===== src/rtl/dtc_cfg.svh =====
// dtc_cfg.svh: register offsets, field positions and reset values
// assumes: included by the timer package users, one Wishbone word per reg
`ifndef DTC_CFG_SVH
`define DTC_CFG_SVH

// byte addresses of the register words
`define DTC_ADDR_MODE 8'h00
`define DTC_ADDR_CTRL 8'h04
`define DTC_ADDR_FREQ 8'h08
`define DTC_ADDR_IEN 8'h0c
`define DTC_ADDR_T0L 8'h10
`define DTC_ADDR_T0H 8'h14
`define DTC_ADDR_T1L 8'h18
`define DTC_ADDR_T1H 8'h1c

// mode register fields
`define DTC_MODE_T0_LSB 0
`define DTC_MODE_T0_CT 2
`define DTC_MODE_T1_LSB 4
`define DTC_MODE_T1_CT 6
// control register fields
`define DTC_CTRL_T0_RUN 4
`define DTC_CTRL_T0_OVF 5
`define DTC_CTRL_T1_RUN 6
`define DTC_CTRL_T1_OVF 7
// frequency control fields
`define DTC_FREQ_T0_FD 0
`define DTC_FREQ_T1_FD 1
// interrupt enable fields
`define DTC_IEN_T0 0
`define DTC_IEN_T1 1

`define DTC_RST_BYTE 8'h00
`define DTC_PRESCALE_DIV 4'd12
`define DTC_UNMAPPED_DATA 32'h0000_0000

`endif


===== src/rtl/dtc_pkg.sv =====
// dtc_pkg.sv: types shared by the dual timer/counter
// assumes: constants come from dtc_cfg.svh
package dtc_pkg;

    typedef enum logic [1:0] {
        DTC_MODE_13BIT,
        DTC_MODE_16BIT,
        DTC_MODE_RELOAD,
        DTC_MODE_SPLIT
    } dtc_mode_t;

    typedef enum logic {
        DTC_BUS_IDLE,
        DTC_BUS_ACK
    } dtc_bus_state_t;

endpackage


===== src/rtl/dtc_timer.sv =====
// dtc_timer.sv: two 8051-style timer/counters behind a Wishbone slave
// assumes: one 200 MHz clock, count pins synchronous to it,
// classic Wishbone master holding each request until ack
//
// How it works
// - timer0 has four modes from mode field
// - 00 13-bit, 01 16-bit, 10 reload, 11 split/stop
// - mode 0: high byte plus low five bits
// - timer0 overflow sets flag, interrupt if enabled
// - counter select: count pin falls, else prescaled
// - run bit resumes counting from held value
// - timer0 prescale select picks division ratio
// - prescale 0 gives clock/12, 1 undivided
// - mode 1: full sixteen bits counted
// - mode 2: low byte reloads from high byte
// - split: low byte uses timer0 controls
// - split: high byte uses timer1 run, flag
// - split: timer1 own counter stops
// - timer1 has three counting modes
// - timer1 mode 11 stops counting
// - timer1 mode 0: thirteen bits, flag, interrupt
// - timer1 counter select: pin falls or prescaled
// - timer1 run bit resumes from held value
// - timer1 mode 1: full sixteen bits
// - timer1 mode 2: reload from high byte
// - timer1 prescale select picks division ratio
`timescale 1ns/100ps
`include "dtc_cfg.svh"

module dtc_timer
    import dtc_pkg::*;
(
    // clock and reset
    input wire logic mclk_i,
    input wire logic sys_rst_i,
    // wishbone slave
    input wire logic wb_cyc_i,
    input wire logic wb_stb_i,
    input wire logic wb_we_i,
    input wire logic [7:0] wb_adr_i,
    input wire logic [3:0] wb_sel_i,
    input wire logic [31:0] wb_dat_i,
    output logic [31:0] wb_dat_o,
    output logic wb_ack_o,
    // count pins
    input wire logic timer0_count_pin_i,
    input wire logic timer1_count_pin_i,
    // interrupt requests to the core
    output logic timer0_irq_o,
    output logic timer1_irq_o
);

    ////////////////////////////////////////////////////////////////////
    // register state
    logic [7:0] timer_mode_register_q;
    logic timer0_run_bit_q;
    logic timer1_run_bit_q;
    logic timer0_overflow_flag_q;
    logic timer1_overflow_flag_q;
    logic timer0_prescale_select_q;
    logic timer1_prescale_select_q;
    logic [1:0] irq_enable_q;
    logic [7:0] timer0_low_byte_q;
    logic [7:0] timer0_high_byte_q;
    logic [7:0] timer1_low_byte_q;
    logic [7:0] timer1_high_byte_q;
    dtc_bus_state_t bus_state_q;

    dtc_mode_t t0_mode;
    dtc_mode_t t1_mode;
    logic timer0_counter_select;
    logic timer1_counter_select;

    // mode fields decoded from the mode register
    assign t0_mode = dtc_mode_t'(timer_mode_register_q[`DTC_MODE_T0_LSB +: 2]);
    assign t1_mode = dtc_mode_t'(timer_mode_register_q[`DTC_MODE_T1_LSB +: 2]);
    assign timer0_counter_select = timer_mode_register_q[`DTC_MODE_T0_CT];
    assign timer1_counter_select = timer_mode_register_q[`DTC_MODE_T1_CT];

    function automatic logic addr_hit(input logic [7:0] adr,
                                      input logic [7:0] reg_adr);
        addr_hit = (adr == reg_adr);
    endfunction

    ////////////////////////////////////////////////////////////////////
    // wishbone handshake: one wait state, ack drops after one cycle
    logic bus_req;
    logic wr_en;
    assign bus_req = wb_cyc_i && wb_stb_i && (bus_state_q == DTC_BUS_IDLE);
    assign wr_en = bus_req && wb_we_i && wb_sel_i[0];

    always_ff @(posedge mclk_i) begin
        if (sys_rst_i) begin
            bus_state_q <= DTC_BUS_IDLE;
            wb_ack_o <= 1'b0;
        end else begin
            case (bus_state_q)
                DTC_BUS_IDLE: begin
                    wb_ack_o <= bus_req;
                    if (bus_req) begin
                        bus_state_q <= DTC_BUS_ACK;
                    end
                end
                DTC_BUS_ACK: begin
                    wb_ack_o <= 1'b0;
                    bus_state_q <= DTC_BUS_IDLE;
                end
                default: begin
                    wb_ack_o <= 1'b0;
                    bus_state_q <= DTC_BUS_IDLE;
                end
            endcase
        end
    end

    ////////////////////////////////////////////////////////////////////
    // prescaler: one enable in twelve, or every cycle
    logic [3:0] pre_cnt_q;
    logic tick_div12;
    assign tick_div12 = (pre_cnt_q == `DTC_PRESCALE_DIV - 4'd1);

    always_ff @(posedge mclk_i) begin
        if (sys_rst_i) begin
            pre_cnt_q <= 4'h0;
        end else if (tick_div12) begin
            pre_cnt_q <= 4'h0;
        end else begin
            pre_cnt_q <= pre_cnt_q + 4'd1;
        end
    end

    logic t0_tick_timer;
    logic t1_tick_timer;
    // ratio choice per timer
    assign t0_tick_timer = timer0_prescale_select_q ? 1'b1 : tick_div12;
    assign t1_tick_timer = timer1_prescale_select_q ? 1'b1 : tick_div12;

    ////////////////////////////////////////////////////////////////////
    // count pin falling edge detect
    logic [1:0] pin_prev_q;
    logic [1:0] pin_fall;
    logic [1:0] pins;
    assign pins = {timer1_count_pin_i, timer0_count_pin_i};

    genvar gi;
    generate
        for (gi = 0; gi < 2; gi++) begin : g_pin
            // pins are synchronous, so one stage is enough
            always_ff @(posedge mclk_i) begin
                if (sys_rst_i) begin
                    pin_prev_q[gi] <= 1'b1;
                end else begin
                    pin_prev_q[gi] <= pins[gi];
                end
            end
            assign pin_fall[gi] = pin_prev_q[gi] && !pins[gi];
        end
    endgenerate

    ////////////////////////////////////////////////////////////////////
    // count enables
    logic t0_inc;
    logic t1_inc;
    logic t0h_inc;
    // low part of timer0
    assign t0_inc = timer0_run_bit_q &&
                    (timer0_counter_select ? pin_fall[0] : t0_tick_timer);
    // split high byte: prescaled only, timer1 run bit
    assign t0h_inc = (t0_mode == DTC_MODE_SPLIT) && timer1_run_bit_q &&
                     t0_tick_timer;
    // timer1 stalls in split or in mode 11
    assign t1_inc = timer1_run_bit_q && (t0_mode != DTC_MODE_SPLIT) &&
                    (t1_mode != DTC_MODE_SPLIT) &&
                    (timer1_counter_select ? pin_fall[1] : t1_tick_timer);

    // shared step: returns {overflow, high, low}
    function automatic logic [16:0] step(input dtc_mode_t mode,
                                         input logic [7:0] hi,
                                         input logic [7:0] lo);
        logic [5:0] lo5;
        logic [8:0] hi9;
        logic [8:0] lo9;
        lo5 = 6'h00;
        hi9 = 9'h000;
        lo9 = 9'h000;
        step = {1'b0, hi, lo};
        case (mode)
            DTC_MODE_13BIT: begin
                lo5 = {1'b0, lo[4:0]} + 6'd1;
                hi9 = {1'b0, hi} + {8'h00, lo5[5]};
                step = {hi9[8], hi9[7:0], lo[7:5], lo5[4:0]};
            end
            DTC_MODE_16BIT: begin
                lo9 = {1'b0, lo} + 9'd1;
                hi9 = {1'b0, hi} + {8'h00, lo9[8]};
                step = {hi9[8], hi9[7:0], lo9[7:0]};
            end
            DTC_MODE_RELOAD: begin
                lo9 = {1'b0, lo} + 9'd1;
                step = lo9[8] ? {1'b1, hi, hi} : {1'b0, hi, lo9[7:0]};
            end
            DTC_MODE_SPLIT: begin
                lo9 = {1'b0, lo} + 9'd1;
                step = {lo9[8], hi, lo9[7:0]};
            end
            default: begin
                step = {1'b0, hi, lo};
            end
        endcase
    endfunction

    logic [16:0] t0_next;
    logic [16:0] t1_next;
    logic [8:0] t0h_split;
    assign t0_next = step(t0_mode, timer0_high_byte_q, timer0_low_byte_q);
    assign t1_next = step(t1_mode, timer1_high_byte_q, timer1_low_byte_q);
    assign t0h_split = {1'b0, timer0_high_byte_q} + 9'd1;

    logic t0_ovf;
    logic t1_ovf;
    logic t0h_ovf;
    assign t0_ovf = t0_inc && t0_next[16];
    assign t1_ovf = t1_inc && t1_next[16];
    assign t0h_ovf = t0h_inc && t0h_split[8];

    logic wr_t0l;
    logic wr_t0h;
    logic wr_t1l;
    logic wr_t1h;
    logic wr_ctrl;
    assign wr_t0l = wr_en && addr_hit(wb_adr_i, `DTC_ADDR_T0L);
    assign wr_t0h = wr_en && addr_hit(wb_adr_i, `DTC_ADDR_T0H);
    assign wr_t1l = wr_en && addr_hit(wb_adr_i, `DTC_ADDR_T1L);
    assign wr_t1h = wr_en && addr_hit(wb_adr_i, `DTC_ADDR_T1H);
    assign wr_ctrl = wr_en && addr_hit(wb_adr_i, `DTC_ADDR_CTRL);

    ////////////////////////////////////////////////////////////////////
    // timer0 count bytes; software write wins over counting
    always_ff @(posedge mclk_i) begin
        if (sys_rst_i) begin
            timer0_low_byte_q <= `DTC_RST_BYTE;
            timer0_high_byte_q <= `DTC_RST_BYTE;
        end else begin
            if (wr_t0l) begin
                timer0_low_byte_q <= wb_dat_i[7:0];
            end else if (t0_inc) begin
                timer0_low_byte_q <= t0_next[7:0];
            end
            if (wr_t0h) begin
                timer0_high_byte_q <= wb_dat_i[7:0];
            end else if (t0h_inc) begin
                timer0_high_byte_q <= t0h_split[7:0];
            end else if (t0_inc && t0_mode != DTC_MODE_SPLIT) begin
                timer0_high_byte_q <= t0_next[15:8];
            end
        end
    end

    ////////////////////////////////////////////////////////////////////
    // timer1 count bytes
    always_ff @(posedge mclk_i) begin
        if (sys_rst_i) begin
            timer1_low_byte_q <= `DTC_RST_BYTE;
            timer1_high_byte_q <= `DTC_RST_BYTE;
        end else begin
            if (wr_t1l) begin
                timer1_low_byte_q <= wb_dat_i[7:0];
            end else if (t1_inc) begin
                timer1_low_byte_q <= t1_next[7:0];
            end
            if (wr_t1h) begin
                timer1_high_byte_q <= wb_dat_i[7:0];
            end else if (t1_inc) begin
                timer1_high_byte_q <= t1_next[15:8];
            end
        end
    end

    ////////////////////////////////////////////////////////////////////
    // control, flags: hardware set wins over software clear
    always_ff @(posedge mclk_i) begin
        if (sys_rst_i) begin
            timer0_run_bit_q <= 1'b0;
            timer1_run_bit_q <= 1'b0;
            timer0_overflow_flag_q <= 1'b0;
            timer1_overflow_flag_q <= 1'b0;
        end else begin
            if (wr_ctrl) begin
                timer0_run_bit_q <= wb_dat_i[`DTC_CTRL_T0_RUN];
                timer1_run_bit_q <= wb_dat_i[`DTC_CTRL_T1_RUN];
            end
            if (t0_ovf) begin
                timer0_overflow_flag_q <= 1'b1;
            end else if (wr_ctrl) begin
                timer0_overflow_flag_q <= wb_dat_i[`DTC_CTRL_T0_OVF];
            end
            if (t1_ovf || t0h_ovf) begin
                timer1_overflow_flag_q <= 1'b1;
            end else if (wr_ctrl) begin
                timer1_overflow_flag_q <= wb_dat_i[`DTC_CTRL_T1_OVF];
            end
        end
    end

    always_ff @(posedge mclk_i) begin
        if (sys_rst_i) begin
            timer_mode_register_q <= `DTC_RST_BYTE;
            timer0_prescale_select_q <= 1'b0;
            timer1_prescale_select_q <= 1'b0;
            irq_enable_q <= 2'b00;
        end else begin
            if (wr_en && addr_hit(wb_adr_i, `DTC_ADDR_MODE)) begin
                timer_mode_register_q <= wb_dat_i[7:0] & 8'h77;
            end
            if (wr_en && addr_hit(wb_adr_i, `DTC_ADDR_FREQ)) begin
                timer0_prescale_select_q <= wb_dat_i[`DTC_FREQ_T0_FD];
                timer1_prescale_select_q <= wb_dat_i[`DTC_FREQ_T1_FD];
            end
            if (wr_en && addr_hit(wb_adr_i, `DTC_ADDR_IEN)) begin
                irq_enable_q <= wb_dat_i[1:0];
            end
        end
    end

    // interrupt lines follow flag and enable, one cycle late
    always_ff @(posedge mclk_i) begin
        if (sys_rst_i) begin
            timer0_irq_o <= 1'b0;
            timer1_irq_o <= 1'b0;
        end else begin
            timer0_irq_o <= timer0_overflow_flag_q &&
                            irq_enable_q[`DTC_IEN_T0];
            timer1_irq_o <= timer1_overflow_flag_q &&
                            irq_enable_q[`DTC_IEN_T1];
        end
    end

    ////////////////////////////////////////////////////////////////////
    // read data, registered with the ack
    logic [31:0] rd_data;
    always_comb begin
        rd_data = `DTC_UNMAPPED_DATA;
        case (wb_adr_i)
            `DTC_ADDR_MODE: rd_data[7:0] = timer_mode_register_q;
            `DTC_ADDR_CTRL: begin
                rd_data[`DTC_CTRL_T0_RUN] = timer0_run_bit_q;
                rd_data[`DTC_CTRL_T0_OVF] = timer0_overflow_flag_q;
                rd_data[`DTC_CTRL_T1_RUN] = timer1_run_bit_q;
                rd_data[`DTC_CTRL_T1_OVF] = timer1_overflow_flag_q;
            end
            `DTC_ADDR_FREQ: begin
                rd_data[`DTC_FREQ_T0_FD] = timer0_prescale_select_q;
                rd_data[`DTC_FREQ_T1_FD] = timer1_prescale_select_q;
            end
            `DTC_ADDR_IEN: rd_data[1:0] = irq_enable_q;
            // top three low bits in mode 0 are don't-care for software
            `DTC_ADDR_T0L: rd_data[7:0] = timer0_low_byte_q;
            `DTC_ADDR_T0H: rd_data[7:0] = timer0_high_byte_q;
            `DTC_ADDR_T1L: rd_data[7:0] = timer1_low_byte_q;
            `DTC_ADDR_T1H: rd_data[7:0] = timer1_high_byte_q;
            default: rd_data = `DTC_UNMAPPED_DATA;
        endcase
    end

    always_ff @(posedge mclk_i) begin
        if (sys_rst_i) begin
            wb_dat_o <= `DTC_UNMAPPED_DATA;
        end else if (bus_req && !wb_we_i) begin
            wb_dat_o <= rd_data;
        end
    end
endmodule


===== config.mk =====
export PLATFORM = sky130hd
export DESIGN_NAME = dtc_timer
export DESIGN_NICKNAME = d
export VERILOG_FILES = /design/src/rtl/dtc_pkg.sv /design/src/rtl/dtc_timer.sv
export VERILOG_INCLUDE_DIRS = /design/src /design/src/rtl
export SDC_FILE = /design/constraint.sdc
export NUM_CORES = 1
export LEC_CHECK = 0
export BUFFER_PORTS_ARGS = -buffer_cell sky130_fd_sc_hd__buf_2
export CORE_MARGIN = 5
export CORE_UTILIZATION = 50
export DETAILED_ROUTE_END_ITERATION = 6
export GPL_ROUTABILITY_DRIVEN = 0
export GPL_TIMING_DRIVEN = 0
export PLACE_DENSITY_LB_ADDON = 0.08
export SLEW_MARGIN = 20
export SYNTH_ARGS = -nofsm -noshare
export SYNTH_HDL_FRONTEND = slang
export SYNTH_SLANG_ARGS = --single-unit

===== constraint.sdc =====
create_clock -name mclk_i -period 2.7 [get_ports mclk_i]
set_clock_uncertainty 0.15 [all_clocks]
set_input_delay 0.405 -clock mclk_i [delete_from_list [all_inputs] [get_ports mclk_i]]
set_output_delay 0.405 -clock mclk_i [all_outputs]
set_load 0.01 [all_outputs]

Yosys cells after proc, flatten, opt, wreduce, memory -nomap -nowiden:

Index checks and enable logic that the tools add are counted.

* register bits: 64
* word-level logic and storage cells: 127

* equal/unequal tests: 22
* bitwise logic cells: 1
* add/sub/neg operators: 10
* muxes and demuxes: 27
* reduce and logical (&&, ||, !) cells: 45

Operators with widths (count)
* 17-bit one-hot mux with 4 select lines: 2
* 8-bit 2-to-1 mux: 9
* 8-bit by 1-bit adder with 9-bit output: 4
* 17-bit 2-to-1 mux: 2
* 8-bit by 5-bit == test with 1-bit output, second input constant: 4
* 8-bit by 1-bit adder with 9-bit output, second input constant: 3
* 1-bit logical AND: 27
* 4-bit one-hot mux with 6 select lines: 1
* 8-bit by 4-bit == test with 1-bit output, second input constant: 2
* 2-bit one-hot mux with 7 select lines: 1
* 5-bit by 1-bit adder with 6-bit output, second input constant: 2
* 2-bit inequality test, second input constant: 6
* 2-bit one-hot mux with 5 select lines: 1
* 2-bit nonzero test: 5
* 1-bit 2-to-1 mux: 9
* 2-bit == test, second input constant: 4
* 8-bit by 3-bit == test with 1-bit output, second input constant: 1
* 8-bit logical NOT: 1
* 3-bit inequality test, second input constant: 2
* 3-bit AND reduction: 2
* 4-bit by 1-bit adder with 4-bit output, second input constant: 1
* 2-bit by 1-bit == test with 1-bit output, second input constant: 2
* 4-bit == test, second input constant: 1
* 2-bit logical NOT: 2
* 7 further kinds: 11

Longest topological paths before layout:

Gate-level depths: netlist (run 1).

* word-level depth: 8
* mapped depth: 12
* depth with buffers taken out: 11

Worst setup path after synthesis (run 1):

OpenSTA, ideal clock, no wires.

* path type: register to register
* from: register timer0_low_byte_q[1]
* to: register timer0_high_byte_q[6]
* arrival time: 2.394 ns
* clock period less this slack: 2.629 ns
* stages on the path, launching flop included: 13
* data required time: 2.464 ns
* setup slack: 0.071 ns
* cell sequence: dfxtp_1 -> ha_1 -> clkbuf_1 -> nand4_1 -> nor2_1 -> mux2_2 -> ha_1 -> ha_1 -> and3_1 -> a31oi_1 -> a211oi_1 -> xnor2_1 -> a211oi_1

* longest elaborated chain between the ends: 6

RTL lines
* from (decl): RTL line dtc_timer.sv:63 `logic [7:0] timer0_low_byte_q;`
* from (signal assigned): RTL line dtc_timer.sv:241 `` timer0_low_byte_q <= `DTC_RST_BYTE; ``
* from (signal assigned): RTL line dtc_timer.sv:245 `timer0_low_byte_q <= wb_dat_i[7:0];`
* from (signal assigned): RTL line dtc_timer.sv:247 `timer0_low_byte_q <= t0_next[7:0];`
* 8-bit by 1-bit adder with 9-bit output / 5-bit by 1-bit adder with 6-bit output (equally long branches): RTL line dtc_timer.sv:194, dtc_timer.sv:189
* 8-bit by 1-bit adder with 9-bit output, on equally long branches: RTL line dtc_timer.sv:195, dtc_timer.sv:190
* 17-bit one-hot mux with 4 select lines *: RTL line dtc_timer.sv:187 `case (mode)`
* 8-bit 2-to-1 mux *: RTL line dtc_timer.sv:253 `end else if (t0_inc && t0_mode != DTC_MODE_SPLIT) begin`
* 8-bit 2-to-1 mux *: RTL line dtc_timer.sv:251 `end else if (t0h_inc) begin`
* 8-bit 2-to-1 mux *: RTL line dtc_timer.sv:249 `if (wr_t0h) begin`
* to (signal assigned): RTL line dtc_timer.sv:250 `timer0_high_byte_q <= wb_dat_i[7:0];`
* to (signal assigned): RTL line dtc_timer.sv:252 `timer0_high_byte_q <= t0h_split[7:0];`
* to (signal assigned): RTL line dtc_timer.sv:254 `timer0_high_byte_q <= t0_next[15:8];`
* to (decl): RTL line dtc_timer.sv:64 `logic [7:0] timer0_high_byte_q;`

Every way passes the cells marked *; elsewhere a longest branch is shown, timed or not. The select of a mux whose other input is x is not followed.
A chain may end at the register's enable or synchronous reset.

Final worst setup path (run 1):

* from: register timer1_low_byte_q[1]
* to: register timer1_high_byte_q[6]

* longest elaborated chain between the ends: 5

RTL lines
* from (decl): RTL line dtc_timer.sv:65 `logic [7:0] timer1_low_byte_q;`
* from (signal assigned): RTL line dtc_timer.sv:263 `` timer1_low_byte_q <= `DTC_RST_BYTE; ``
* from (signal assigned): RTL line dtc_timer.sv:267 `timer1_low_byte_q <= wb_dat_i[7:0];`
* from (signal assigned): RTL line dtc_timer.sv:269 `timer1_low_byte_q <= t1_next[7:0];`
* 8-bit by 1-bit adder with 9-bit output / 5-bit by 1-bit adder with 6-bit output (equally long branches): RTL line dtc_timer.sv:194, dtc_timer.sv:189
* 8-bit by 1-bit adder with 9-bit output, on equally long branches: RTL line dtc_timer.sv:195, dtc_timer.sv:190
* 17-bit one-hot mux with 4 select lines *: RTL line dtc_timer.sv:187
* 8-bit 2-to-1 mux *: RTL line dtc_timer.sv:273 `end else if (t1_inc) begin`
* 8-bit 2-to-1 mux *: RTL line dtc_timer.sv:271 `if (wr_t1h) begin`
* to (signal assigned): RTL line dtc_timer.sv:264 `` timer1_high_byte_q <= `DTC_RST_BYTE; ``
* to (signal assigned): RTL line dtc_timer.sv:272 `timer1_high_byte_q <= wb_dat_i[7:0];`
* to (signal assigned): RTL line dtc_timer.sv:274 `timer1_high_byte_q <= t1_next[15:8];`
* to (decl): RTL line dtc_timer.sv:66 `logic [7:0] timer1_high_byte_q;`

Marked as above.

==> out/qor.yml, run 1 <==
grt.overflow.total: 0
cts_tree: "yes"
drtPass1Iterations: 5
ir_drop_mv: 0.2799
hold_class: "in -> reg"
clkTransAtPathRegs_ps: 90
yosys_warnings: 0
period_share_pct: 95.85
syn_to_final_growth_pct: 16.01
finalNetCount: 681
synthMuxAreaShare_pct: 8.272
postRouteAntennaNets: 0
setup_tns_ps: 0
synth_compound_area_share_pct: 22.45
viasPerCell: 6.412
p_per_area_nw_per_um2: 429.1
grt.total_usage_pct: 26.34
dieHeight_um: 104.3
synthTopCellsByCount: "dfxtp_1, nor2_1, nand2_1, nand3_1, o21ai_0"
synth_xor_area_share_pct: 2.364
cts_buffers: 9
total_leakage_power_nw: 1.823
drive_gt1_share_pct: 20.41
synthAdderAreaFrac_pct: 2.251
synth_edf_count: 0
grt_pass1_vias: 4229
pre_cts_ws_ps: -457.1
totalWireLength_um: 14970
ios: 86
syn_area_um2: 4447
die_area_um2: 10880
start_util_pct: 51.24
cts_setup_buffers: 0
grt_start_max_net_pins: 19
antenna_found_initial: 0
rows: 34
drtIter0Drc: 583
slew-limit-headroom_pct: 39.34
grt_first_pass_wirelength_um: 23090
finalHoldViolCount: 0
yosysMostFrequentCell: "dfxtp_1"
endpoint_kind: "register"
port_buffers: 32
drt-wirelength-per-cell_um: 20.36
start_kind: "register"
post-route-util_pct: 59.44
synth_top_family_by_area: "simple AND/OR/NAND/NOR gates"
cp_max_fo: 6
syn_inst: 559
holdBufCountCts: 0
ys_types: 73
place_hpwl_um: 10570
avgSynthCellArea_um2: 7.955
root_buffer: "clkbuf_8"
synth-seq-area-share_pct: 28.36
yosys.area.top_type_share_pct: 28.36
yosysTopAreaCell: "dfxtp_1"
cp.required_ps: 2820
htree_levels: 3
cts.sink_count: 63
period_minus_slack_ps: 2588
clock_latency_ps: 360
fmax_ghz: 0.3864
clockBufferDepth: 2
synthFlopType: "dfxtp_1"
antennaDiodeCount: 0
core_um2: 8678
worst_slew_pin_slew_ps: 902.5
layout_setup_ws_ps: 112.2
setup_viol: 0
maxCapViolCount: 0
path_class: "reg -> reg"
synthArstFlopShare_pct: 0
drv_slew: 0
status: "finished, final reports clean"
yosys-top-cells-area: "dfxtp_1, mux2i_1, nor2_1, buf_4, nand3_1"
num_vias: 4713
chipWidth_um: 104.3
synthSimpleGateAreaFrac_pct: 27.55
arrival_ps: 2700
drc: 0
synth_seq_cells: 63
==> per-layer routing <==
layer	vias up	part of all wire, %	GRT usage [%]
li1	2158	-	-
met1	2144	42	38.10
met2	343	42	37.06
met3	68	12	6.269
met4	0	4.5	11.01
met5	-	0	0
==> through the flow <==
step,power (mW),instance area [um^2],std cells,hold WS [ps]
after floorplan,1.098,4533,582,282.2
after global placement,1.173,4828,722,289.0
after CTS,2.209,5099,736,85.84
after global routing,2.275,5159,735,84.44
after detailed placement,1.176,4828,722,294.2
final,2.214,5159,735,90.22
==> final cells by class <==
type,count,area (um^2)
Buffer,62,349.1
Clock buffer,9,123.9
Clock inverter,7,120.1
Fill cell,838,3520
Inverter,8,30.03
Multi-Input combinational cell,446,2973
Sequential cell,63,1267
Tap cell,108,135.1
Timing Repair Buffer,32,160.2
==> report_power, final <==
| group | leakage (nW) | internal [mW] | switching, mW |
|---|---|---|---|
| sequential | 0.511 | 0.940 | 0.00749 |
| clock | 0.120 | 0.616 | 0.437 |
| combinational | 1.19 | 0.0766 | 0.136 |
| total | 1.82 | 1.63 | 0.580 |
==> critical path, stage by stage, from the launching register on <==
cell,delay [ps]
dfxtp_2,400
ha_2,260
and3_1,240
nand3_1,190
o21ai_2,210
ha_1,190
ha_1,200
nand3_1,130
nor3_2,190
xnor2_1,100
a211oi_1,240
==> kinds of logic after synthesis <==
logic type | count (synthesis)
DFF | 63
adders and majority gates | 8
buffers and inverters | 73
AOI/OAI and AO/OA | 142
other | 1
xor gates and xnor gates | 12
muxes | 35
and+or+nand+nor | 225
==> cell usage in the layout (no fill, tap or decap), drive strengths merged, types with 5 or more instances in the layout <==
cell type,synthesis,final
a22oi,8,8
a31oi,9,9
ha,8,8
nand4,8,8
nand2,37,37
dfxtp,63,63
o22ai,5,5
xnor2,12,12
o211ai,6,6
buf,39,71
o21ai,31,31
a21oi,18,18
and3,10,10
nand2b,7,7
nor2,62,62
inv,8,9
clkbuf,26,32
a211oi,21,21
conb,1,24
nor3,22,22
or3,9,9
nor4,9,9
nand3,33,33
a41oi,5,5
mux2i,30,30
nor3b,5,5
or2,5,5
==> worst paths after layout <==
check                          endpoint                  from  cells past startpoint  slack (ps)
setup / recovery  timer1_high_byte_q[6]  timer1_low_byte_q[1]                     10         110
hold / removal            pin_prev_q[1]    timer1_count_pin_i                      2          90
setup reg to reg  timer1_high_byte_q[6]  timer1_low_byte_q[1]                     10         110
hold reg to reg             wb_dat_o[3]           wb_dat_o[3]                      2         300
==> sequential cells by signal, summed over array words and instances, names as in the netlist, 2 cells and up <==
signal	cells
pre_cnt_q	4
timer0_high_byte_q	8
wb_dat_o	8
timer0_low_byte_q	8
irq_enable_q	2
timer1_high_byte_q	8
timer_mode_register_q	6
pin_prev_q	2
timer1_low_byte_q	8
==> repair_timing <==
action	in CTS	in global routing
pin swaps	0	4
endpoints found under the hold margin	0	0
endpoints found under the setup margin	8	9
gates resized for setup	11	15
No activity file was read; power rests on OpenSTA's default activity.
==> run 2: changes to the inputs <==
- PLACE_DENSITY: default -> 0.83
- PLACE_DENSITY_LB_ADDON: 0.08 -> default
==> out/qor.yml, run 2 (same netlist as run 1, synthesis figures left out) <==
regArea_um2: 1270
cp_max_fo: 8
endpoint_kind: "register"
port_buffers: 32
p_int_mw: 1.538
ir_drop_mv: 0.2790
p_per_area_nw_per_um2: 409.9
final_common_cell: "nor2_1"
drive_gt1_share_pct: 20.54
start_util_pct: 51.24
antenna_found_initial: 0
period_minus_slack_ps: 2647
grt.total_usage_pct: 25.55
total_leakage_power_nw: 1.812
use_met1_pct: 32.45
drtIter0Drc: 598
hold_slack_ps: 104.4
chipWidth_um: 104.3
die_area_um2: 10880
combPwrFrac_pct: 10.1
drt-wirelength-per-cell_um: 19.87
power.net_switching_mw: 0.5612
period_share_pct: 98.04
rsz0062_at_grt: "yes"
cts.sink_count: 63
holdBufCountCts: 0
rows: 34
syn_to_final_growth_pct: 15.19
finalNetCount: 682
clkPwrFrac_pct: 44.8
power.total_mw: 2.099
num_vias: 4895
postRouteAntennaNets: 0
setup_tns_ps: 0
violations: "design-rule violations"
hold_class: "in -> reg"
cp.required_ps: 2820
root_buffer: "clkbuf_8"
path_class: "reg -> reg"
drv_slew: 0
arrival_ps: 2770
worst_slew_pin_slew_ps: 948.0
cts_setup_buffers: 0
use_met3_pct: 4.842
slew-limit-headroom_pct: 36.63
netSwitchingFraction_pct: 26.73
grt_pass1_vias: 4520
finalHoldViolCount: 0
fillerInstances: 765
status: "complete, but fails checks"
place_hpwl_um: 10340
setup_viol: 0
totalWireLength_um: 14630
maxCapViolCount: 0
multi_input_area_um2: 2949
clock_latency_ps: 350
drc: 6
start_kind: "register"
clockBufferDepth: 2
core_um2: 8678
fmax_ghz: 0.3778
grt.overflow.total: 0
dieHeight_um: 104.3
grt_start_max_net_pins: 19
clkTransAtPathRegs_ps: 80
met2_usage_pct: 38.64
mostFrequentLayoutCells: "nor2_1, dfxtp_1, buf_2"
drtPass1Iterations: 7
top_usage_layer: "met2"
p_seq_share_pct: 45.2
r2r_setup_slack_ps: 50
viasPerCell: 6.651
ios: 86
antennaDiodeCount: 0
grt_first_pass_wirelength_um: 22740
htree_levels: 3
cts_buffers: 9
cts_tree: "yes"
==> run 2: cell types whose count changed in the layout (fill, tap and decap cells not counted), moves of 2 or more <==
| cell | delta |
|---|---|
| dfxtp_1 | -2 |
| dfxtp_2 | +2 |
| ha_2 | +2 |
| ha_4 | -2 |
==> run 2: cell type report <==
type	count	area share, %
Clock buffer	9	2.418
Sequential cell	63	24.79
Buffer	63	7.010
Clock inverter	7	1.856
Timing Repair Buffer	32	3.127
Tap cell	108	2.638
Multi-Input combinational cell	446	57.57
Inverter	8	0.5862
==> run 2: timing repair <==
item,in CTS,in global routing
endpoints found under the setup margin,7,6
resized for setup,14,10
pin swaps,0,1
hold endpoints to repair,0,0
==> run 2: worst paths after layout <==
kind,startpoint,to,depth (start not counted)
setup / recovery,timer0_low_byte_q[1],timer0_high_byte_q[6],11
hold / removal,timer1_count_pin_i,pin_prev_q[1],2
setup reg to reg,timer0_low_byte_q[1],timer0_high_byte_q[6],11
hold reg to reg,wb_dat_o[5],wb_dat_o[5],2
==> run 2: stage by stage <==
| step | utilization [%] | std cells | instance area (um^2) | setup slack, ps |
|---|---|---|---|---|
| 2_1_floorplan | - | 582 | 4533 | 70.82 |
| 3_3_place_gp | 55.64 | 722 | 4828 | -372.4 |
| 3_5_place_dp | 55.64 | 722 | 4828 | -375.9 |
| 4_1_cts | 58.65 | 736 | 5090 | 20.02 |
| 5_1_grt | 59.03 | 736 | 5122 | -68.02 |
| 6_report | 59.03 | 736 | 5122 | 52.86 |
==> run 2: critical path, cell delays in order, from the launching register on <==
cell	delay (ps)
dfxtp_4	410
ha_4	200
nand4_1	140
nor2_1	160
mux2_2	170
ha_2	230
ha_2	240
and3_4	210
a31oi_2	120
a211oi_2	220
xnor2_1	90
a211oi_1	220
==> run 2: power by group through the flow <==
stage / registers (mW) / logic (mW) / clock network (mW)
global placement: 0.970 / 0.197 / 0
detailed placement: 0.971 / 0.202 / 0
CTS: 0.948 / 0.203 / 0.937
finish: 0.948 / 0.211 / 0.940
floorplan: 0.971 / 0.127 / 0
global route: 0.950 / 0.225 / 0.979
==> run 2: layer usage <==
metal | up-vias | share of wire, %
li1 | 2163 | -
met1 | 2227 | 37
met2 | 415 | 44
met3 | 90 | 13
met4 | 0 | 6.7
met5 | - | 0
